`config.mk`:
```
export PLATFORM = sky130hd
export DESIGN_NAME = pump_speed_ctl
export DESIGN_NICKNAME = d
export VERILOG_FILES = /design/src/rtl/pump_ctl_pkg.sv /design/src/rtl/pump_speed_ctl.sv
export SDC_FILE = /design/constraint.sdc
export NUM_CORES = 1
export LEC_CHECK = 0
export BUFFER_PORTS_ARGS = -buffer_cell sky130_fd_sc_hd__buf_2
export CORE_ASPECT_RATIO = 1.25
export CORE_MARGIN = 8
export CORE_UTILIZATION = 25
export DETAILED_ROUTE_END_ITERATION = 10
export GPL_ROUTABILITY_DRIVEN = 0
export SLEW_MARGIN = 20
export SYNTH_ARGS = -nofsm -noshare
export SYNTH_HDL_FRONTEND = slang
export SYNTH_SLANG_ARGS = --single-unit
```
`constraint.sdc`:
```
create_clock -name pclk -period 7.56 [get_ports pclk]
set_input_delay 0.378 -clock pclk [delete_from_list [all_inputs] [get_ports pclk]]
set_output_delay 0.378 -clock pclk [all_outputs]
set_load 0.005 [all_outputs]
```
`src/rtl/pump_ctl_pkg.sv`:
```
// Shared constants and types for the pump speed mode and run status controller.
// Assumes a 32-bit APB master on pclk.
package pump_ctl_pkg;

    // Register byte offsets
    localparam logic [7:0] CTRL_OFS = 8'h00;
    localparam logic [7:0] CMD_OFS = 8'h04;
    localparam logic [7:0] SETPT_OFS = 8'h08;
    localparam logic [7:0] STATUS_OFS = 8'h0C;
    localparam logic [7:0] SPEED_OFS = 8'h10;
    localparam logic [7:0] CURRENT_OFS = 8'h14;

    // Command register bit positions (write one to issue)
    localparam int CMD_START_BIT = 0;
    localparam int CMD_STOP_BIT = 1;
    localparam int CMD_LOW_BIT = 2;
    localparam int CMD_FULL_BIT = 3;
    localparam int CMD_ARST_BIT = 4;
    localparam int CMD_ONLINE_BIT = 5;
    localparam int CMD_OFFLINE_BIT = 6;
    localparam int CMD_PANEL_BIT = 7;

    // Speed in tenths of a percent of rated speed
    localparam logic [9:0] SPEED_FULL = 10'h3E8;
    localparam logic [9:0] SPEED_MIN_SET = 10'h0FA;
    localparam logic [9:0] SPEED_AT_80 = 10'h320;
    localparam logic [9:0] SETPT_RST = 10'h3E8;

    // Rotor rate model: one tenth of a percent every RAMP time
    localparam int RAMP_NS = 1000;
    localparam int CLK_NS = 20;
    localparam int RAMP_CYCLES = (RAMP_NS + CLK_NS - 1) / CLK_NS;

    typedef enum logic [1:0] {
        MODE_PANEL,
        MODE_CONTACT,
        MODE_SERIAL
    } ctl_mode_t;

    typedef enum logic [2:0] {
        RUN_NORMAL,
        RUN_ACCEL,
        RUN_IDLE,
        RUN_STOP,
        RUN_ESTOP,
        RUN_EIDLE
    } run_state_t;

    typedef struct packed {
        logic start;
        logic stop;
        logic low;
        logic full;
        logic arst;
    } cmd_t;

endpackage

```
`src/rtl/pump_speed_ctl.sv`:
```
// Run status and speed mode controller for a vacuum pump drive, with APB registers.
// Assumes contact and panel inputs are asynchronous pins; APB runs on pclk.
`timescale 1ns/1ps

module pump_speed_ctl
    import pump_ctl_pkg::*;
(
    input wire logic pclk,
    input wire logic presetn,
    input wire logic psel,
    input wire logic penable,
    input wire logic pwrite,
    input wire logic [7:0] paddr,
    input wire logic [31:0] pwdata,
    output logic [31:0] prdata,
    output logic pready,
    output logic pslverr,
    input wire logic start_in,
    input wire logic stop_in,
    input wire logic low_in,
    input wire logic panel_toggle_in,
    input wire logic panel_startstop_in,
    input wire logic fault_in,
    input wire logic [15:0] motor_current_in,
    output logic at_speed_out,
    output logic motor_drive_out
);

    ////////////////////////////////////////////////////////////////////////
    // Input synchronisers
    logic [5:0] sync1_q;
    logic [5:0] sync2_q;
    logic [5:0] prev_q;
    logic [15:0] cur1_q;
    logic [15:0] cur2_q;
    logic start_s, stop_s, low_s, panel_tog_s, panel_ss_s, fault_s;

    always_ff @(posedge pclk or negedge presetn) begin
        if (!presetn) begin
            sync1_q <= '0;
            sync2_q <= '0;
            prev_q <= '0;
            cur1_q <= '0;
            cur2_q <= '0;
        end else begin
            sync1_q <= {fault_in, panel_startstop_in, panel_toggle_in, low_in, stop_in, start_in};
            sync2_q <= sync1_q;
            prev_q <= sync2_q;
            cur1_q <= motor_current_in;
            cur2_q <= cur1_q;
        end
    end

    assign {fault_s, panel_ss_s, panel_tog_s, low_s, stop_s, start_s} = sync2_q;

    logic start_rise, stop_rise, tog_rise, ss_rise, fault_rise;
    assign start_rise = start_s && !prev_q[0];
    assign stop_rise = stop_s && !prev_q[1];
    assign tog_rise = panel_tog_s && !prev_q[3];
    assign ss_rise = panel_ss_s && !prev_q[4];
    assign fault_rise = fault_s && !prev_q[5];

    // Current reading is a multi-bit word: take it only once two samples agree
    logic [15:0] cur3_q;
    logic [15:0] cur_q;

    always_ff @(posedge pclk or negedge presetn) begin
        if (!presetn) begin
            cur3_q <= '0;
            cur_q <= '0;
        end else begin
            cur3_q <= cur2_q;
            if (cur3_q == cur2_q) begin
                cur_q <= cur3_q;
            end
        end
    end

    ////////////////////////////////////////////////////////////////////////
    // APB slave
    logic acc;
    logic wr;
    logic rd;
    cmd_t cmd;
    logic online_cmd, offline_cmd, panel_cmd;
    logic bad_addr;

    assign acc = psel && penable;
    assign wr = acc && pwrite;
    assign rd = acc && !pwrite;
    assign bad_addr = !(paddr inside {CTRL_OFS, CMD_OFS, SETPT_OFS, STATUS_OFS, SPEED_OFS, CURRENT_OFS});

    logic cmd_wr;
    assign cmd_wr = wr && paddr == CMD_OFS;
    assign cmd.start = cmd_wr && pwdata[CMD_START_BIT];
    assign cmd.stop = cmd_wr && pwdata[CMD_STOP_BIT];
    assign cmd.low = cmd_wr && pwdata[CMD_LOW_BIT];
    assign cmd.full = cmd_wr && pwdata[CMD_FULL_BIT];
    assign cmd.arst = cmd_wr && pwdata[CMD_ARST_BIT];
    assign online_cmd = cmd_wr && pwdata[CMD_ONLINE_BIT];
    assign offline_cmd = cmd_wr && pwdata[CMD_OFFLINE_BIT];
    assign panel_cmd = cmd_wr && pwdata[CMD_PANEL_BIT];

    ////////////////////////////////////////////////////////////////////////
    // Control mode
    ctl_mode_t mode_q;

    always_ff @(posedge pclk or negedge presetn) begin
        if (!presetn) begin
            mode_q <= MODE_CONTACT;
        end else if (online_cmd) begin
            mode_q <= MODE_SERIAL;
        end else if (offline_cmd && mode_q == MODE_SERIAL) begin
            mode_q <= MODE_CONTACT;
        end else if ((tog_rise || panel_cmd) && mode_q != MODE_SERIAL) begin
            mode_q <= (mode_q == MODE_PANEL) ? MODE_CONTACT : MODE_PANEL;
        end
    end

    ////////////////////////////////////////////////////////////////////////
    // Setpoint, written only over the serial bus
    logic [9:0] setpt_q;
    logic [9:0] setpt_req;

    assign setpt_req = pwdata[9:0];

    always_ff @(posedge pclk or negedge presetn) begin
        if (!presetn) begin
            setpt_q <= SETPT_RST;
        end else if (wr && paddr == SETPT_OFS) begin
            if (setpt_req < SPEED_MIN_SET) begin
                setpt_q <= SPEED_MIN_SET;
            end else if (setpt_req > SPEED_FULL) begin
                setpt_q <= SPEED_FULL;
            end else begin
                setpt_q <= setpt_req;
            end
        end
    end

    ////////////////////////////////////////////////////////////////////////
    // Run request, rate selection and alarm
    logic run_q;
    logic low_ser_q;
    logic alarm_q;
    logic low_sel;

    always_ff @(posedge pclk or negedge presetn) begin
        if (!presetn) begin
            run_q <= 1'b0;
        end else if (alarm_q || fault_s) begin
            run_q <= 1'b0;
        end else begin
            case (mode_q)
                MODE_SERIAL: begin
                    if (cmd.stop) begin
                        run_q <= 1'b0;
                    end else if (cmd.start) begin
                        run_q <= 1'b1;
                    end
                end
                MODE_CONTACT: begin
                    if (stop_rise) begin
                        run_q <= 1'b0;
                    end else if (start_rise) begin
                        run_q <= 1'b1;
                    end
                end
                MODE_PANEL: begin
                    if (ss_rise) begin
                        run_q <= !run_q;
                    end
                end
                default: run_q <= 1'b0;
            endcase
        end
    end

    // Serial rate selection, accepted at any time
    always_ff @(posedge pclk or negedge presetn) begin
        if (!presetn) begin
            low_ser_q <= 1'b0;
        end else if (cmd.low) begin
            low_ser_q <= 1'b1;
        end else if (cmd.full) begin
            low_ser_q <= 1'b0;
        end
    end

    // Alarm: fault set wins over reset
    always_ff @(posedge pclk or negedge presetn) begin
        if (!presetn) begin
            alarm_q <= 1'b0;
        end else if (fault_rise || fault_s) begin
            alarm_q <= 1'b1;
        end else if (cmd.arst) begin
            alarm_q <= 1'b0;
        end
    end

    always_comb begin
        case (mode_q)
            MODE_CONTACT: low_sel = low_s;
            MODE_SERIAL: low_sel = low_ser_q;
            default: low_sel = 1'b0;
        endcase
    end

    ////////////////////////////////////////////////////////////////////////
    // Rotor speed model
    logic [9:0] speed_q;
    logic [9:0] target;
    logic [$clog2(RAMP_CYCLES + 1) - 1:0] ramp_q;
    logic tick;

    assign target = !run_q ? 10'h000 : (low_sel ? setpt_q : SPEED_FULL);
    assign tick = ramp_q == '0;

    always_ff @(posedge pclk or negedge presetn) begin
        if (!presetn) begin
            ramp_q <= '0;
        end else if (tick) begin
            ramp_q <= ($clog2(RAMP_CYCLES + 1))'(RAMP_CYCLES - 1);
        end else begin
            ramp_q <= ramp_q - 1'b1;
        end
    end

    // Same rate for every change; hold on reaching the target
    always_ff @(posedge pclk or negedge presetn) begin
        if (!presetn) begin
            speed_q <= '0;
        end else if (tick) begin
            if (speed_q < target) begin
                speed_q <= speed_q + 10'h001;
            end else if (speed_q > target) begin
                speed_q <= speed_q - 10'h001;
            end
        end // Holds otherwise
    end

    ////////////////////////////////////////////////////////////////////////
    // At-speed threshold and run status
    logic [9:0] low80;
    logic [9:0] thresh;
    logic at_d;
    run_state_t state_q;
    run_state_t state_d;

    assign low80 = 10'((14'(setpt_q) * 14'h0004) / 14'h0005);
    // Contact reduced start uses 80% of setpoint; serial uses 80% rated
    assign thresh = (mode_q == MODE_CONTACT && low_sel) ? low80 : SPEED_AT_80;

    always_comb begin
        at_d = 1'b0;
        if (run_q && !alarm_q) begin
            if (low_sel && speed_q > setpt_q) begin
                at_d = (mode_q == MODE_SERIAL) ? (speed_q == target) : 1'b0;
            end else if (low_sel && speed_q == setpt_q) begin
                at_d = 1'b1;
            end else begin
                at_d = speed_q >= thresh;
            end
        end
    end

    always_comb begin
        if (alarm_q) begin
            state_d = (speed_q == '0) ? RUN_ESTOP : RUN_EIDLE;
        end else if (!run_q) begin
            state_d = (speed_q == '0) ? RUN_STOP : RUN_IDLE;
        end else if (at_d) begin
            state_d = RUN_NORMAL;
        end else if (speed_q > target) begin
            state_d = RUN_IDLE;
        end else begin
            state_d = RUN_ACCEL;
        end
    end

    always_ff @(posedge pclk or negedge presetn) begin
        if (!presetn) begin
            state_q <= RUN_STOP;
            at_speed_out <= 1'b0;
            motor_drive_out <= 1'b0;
        end else begin
            state_q <= state_d;
            at_speed_out <= at_d;
            motor_drive_out <= run_q;
        end
    end

    ////////////////////////////////////////////////////////////////////////
    // APB read and response
    logic [31:0] rdata_d;

    always_comb begin
        rdata_d = 32'h0000_0000;
        case (paddr)
            CTRL_OFS: rdata_d = {28'h0000000, low_ser_q, 1'b0, mode_q};
            SETPT_OFS: rdata_d = {22'h000000, setpt_q};
            STATUS_OFS: rdata_d = {27'h0000000, alarm_q, run_q, state_q};
            SPEED_OFS: rdata_d = {22'h000000, speed_q};
            CURRENT_OFS: rdata_d = {16'h0000, cur_q};
            default: rdata_d = 32'h0000_0000;
        endcase
    end

    always_ff @(posedge pclk or negedge presetn) begin
        if (!presetn) begin
            prdata <= '0;
            pready <= 1'b0;
            pslverr <= 1'b0;
        end else begin
            prdata <= (psel && !penable && !pwrite) ? rdata_d : prdata;
            pready <= psel && !penable;
            pslverr <= psel && !penable && bad_addr;
        end
    end

endmodule

```
==> results.ini <==
[sta]
setup_viol=0
period_share_pct=85.3
rsz0062_at_grt=no
fin_crit_ns=6.45
fin_skew_ns=0.0142
worstMarginPinSlew_ns=0.902
final-hold-violation-count=5
fin_tns_setup_ns=0
hold_slack_ns=-0.0340
drv_slew=0
fmax_ghz=0.155
slew_headroom_pct=39.6

[synthesis]
synthCells=748
synth_area_mm2=0.00749
synth_area_leaders=dfrtp_1 (42%), ha_1 (7.5%), nand2_1 (3.9%)
synthAdderAreaFrac_pct=7.92
synth.most_common_cell=dfrtp_1
synth_top_area_share_pct=41.8
synth_enable_flop_cells=0
synth_top_family_by_area=compound AO/OA/AOI/OAI gates
synth_compound_area_share_pct=18.6
ys_warn_count=0
synthSimpleGateAreaFrac_pct=15.2
yosys_most_used_dff=dfrtp_1
synthMuxAreaShare_pct=3.59
ys_ff_latch=134
postSynthAreaPerCell_um2=10.0
yosysTopAreaCell=dfrtp_1
yosysSeqAreaShare_pct=44.9
async_flop_share_pct=100
synth_xor_area_share_pct=4.09
synth_commonest_cells=dfrtp_1 (125), nand2_1 (78), ha_1 (45), o21ai_0 (45), nor2_1 (44)
synth_cell_types=78

[cts]
postCtsHoldBufs=0
cts_buffers=17
cts_root_buf=clkbuf_16
clk_latency_ns=0.42
htree_levels=4
postCtsSetupBuffers=0
clkTransAtPathRegs_ns=0.07
cts.repair.resized=0
cts.sinks=134
clk_path_buf_depth=2
tritoncts=done

[route]
wire_per_inst_um=15.4
viasPerCell=4.79
drt-pass1-iter-count=6
ant_nets=0
drcViolationCount=0
wirelength_mm=18.7
drtIter0Drc=410
vias=5811

[global_routing]
grt_pass1_wl_mm=31.2
grt_max_degree=85
grt_overflow=0
grt_antenna_before_repair=1
grt_pass1_vias=5897
gr-usage-all-layers_pct=10.9

[floorplanning]
die_y_um=210
start_util_pct=25.2
fp.coreArea_mm2=0.0298
num_rows=71
die-area_mm2=0.0358
boundaryPins=103
dieWidth_um=171

[finish]
fill_cells=3102
syn_to_final_growth_pct=17.0
layout-drive-gt1-share_pct=18.7
fin_nets=913
n_antenna_cell=0

[worst_setup_path]
worst_path_max_delay_cell=dfstp_2
startpoint_type=register
crit_fanout=29
r2r_start=setpt_q[6]
endpoint_kind=register
crit_required_ns=7.89
critPathArrivalTime_ns=6.78
ff2ff_path_depth=25
critical_path.most_common_cell=a21o_1
rrSetupSlack_ns=1.11
cpPeakStageDelay_ns=0.87
worstReg2RegEnd=state_q[1]
crit_start=setpt_q[6]
critPathKind=register to register

[place]
hpwl_mm=13.7
portBuffers=64

[outcome]
violations=negative hold slack
outcome=finished with violations

[pwr]
ir_drop_v=0.000126
power_mw=1.79
p_leak_nw=3.83
power_density_mw_per_mm2=204

[min_path]
hold_class=input pin to asynchronous set/reset pin

[flow_run]
drv_cap=0

## worst max path at each step
| stage | end | slack (ns) | cells after the start |
|---|---|---|---|
| final | state_q[1] | 1.11 | 25 |
| after global routing | state_q[1] | 0.70 | 25 |
| after CTS | state_q[1] | 1.14 | 25 |
| after detailed placement | state_q[1] | 1.18 | 25 |
| after global placement | state_q[1] | 1.25 | 25 |
| after floorplan | state_q[1] | 2.31 | 27 |
## cell families after synthesis
logic type	Yosys count
XOR/XNOR	35
flip-flops	134
AND/OR/NAND/NOR	232
other	1
multiplexers	24
AO/OA/AOI/OAI	194
adder cells (fa/ha/maj)	47
buffers and inverters	81
## registers in the layout, summed over array words and instances (netlist names), 2 cells and up
register  count
prev_q        4
sync2_q       6
cur3_q       16
speed_q      10
cur2_q       16
prdata       16
cur1_q       16
sync1_q       6
cur_q        16
setpt_q      10
state_q       3
ramp_q        6
mode_q        2
## layout by cell type (no fill, tap or decap), types with 6 or more instances in the layout
| cell | count |
|---|---|
| a211oi_1 | 7 |
| o211ai_1 | 7 |
| nor3_1 | 21 |
| conb_1 | 16 |
| dfrtp_1 | 125 |
| nand4_1 | 13 |
| a222oi_1 | 9 |
| a31oi_1 | 7 |
| o21a_1 | 11 |
| clkbuf_16 | 17 |
| xnor2_1 | 32 |
| nand2b_1 | 8 |
| nand3_1 | 26 |
| ha_1 | 45 |
| inv_8 | 6 |
| nor2_1 | 44 |
| dfstp_2 | 9 |
| o21ai_0 | 45 |
| o221ai_1 | 6 |
| a21o_1 | 14 |
| buf_2 | 63 |
| buf_4 | 10 |
| a21oi_1 | 27 |
| nand2_1 | 78 |
| inv_1 | 25 |
| mux2_2 | 23 |
## area by class of cell
class | instances | area, um^2 | share of cell area, %
well taps | 401 | 502 | 5.73
clock inverters | 15 | 203 | 2.31
repair buffers | 74 | 402 | 4.58
inverters | 25 | 93.8 | 1.07
flip-flops and latches | 134 | 3360 | 38.4
clock buffers | 17 | 425 | 4.86
multi-input cells | 548 | 3770 | 43.1
## metrics by stage
| stage | worst slack (ns) | hold WS, ns | cells | util (%) | instance area (um^2) |
|---|---|---|---|---|---|
| 2_1_floorplan | 2.31 | 0.0824 | 763 | - | 7550 |
| 3_3_place_gp | 1.25 | 0.332 | 1182 | 27.3 | 8130 |
| 3_5_place_dp | 1.18 | 0.335 | 1182 | 27.3 | 8130 |
| 4_1_cts | 1.14 | 0.0206 | 1214 | 29.4 | 8760 |
| 5_1_grt | 0.696 | 0.0366 | 1214 | 29.4 | 8760 |
| 6_report | 1.11 | -0.0340 | 1214 | 29.4 | 8760 |
## where the power goes
part,internal (mW),switching [mW]
logic,0.0679,0.0979
registers,0.742,0.0214
clock network,0.508,0.351
total,1.32,0.470
## per-layer routing
metal	vias to the layer above	part of all wire [%]	wire length, um	GRT usage, %
li1	2816	-	-	-
met1	2803	40	7530	12.4
met2	150	52	9660	18.9
met3	40	4.3	795	2.12
met4	2	3.5	662	5.62
met5	-	0.064	12	0
## critical path: cells and delay by family, from the launching register on
family	cells	cell delay [ns]
AO/OA/AOI/OAI	17	4.03
XOR/XNOR	2	0.28
adder cells (fa/ha/maj)	2	0.54
flip-flops	1	0.87
AND/OR/NAND/NOR	4	0.65
Note: power is estimated with default switching activity, not from simulation.
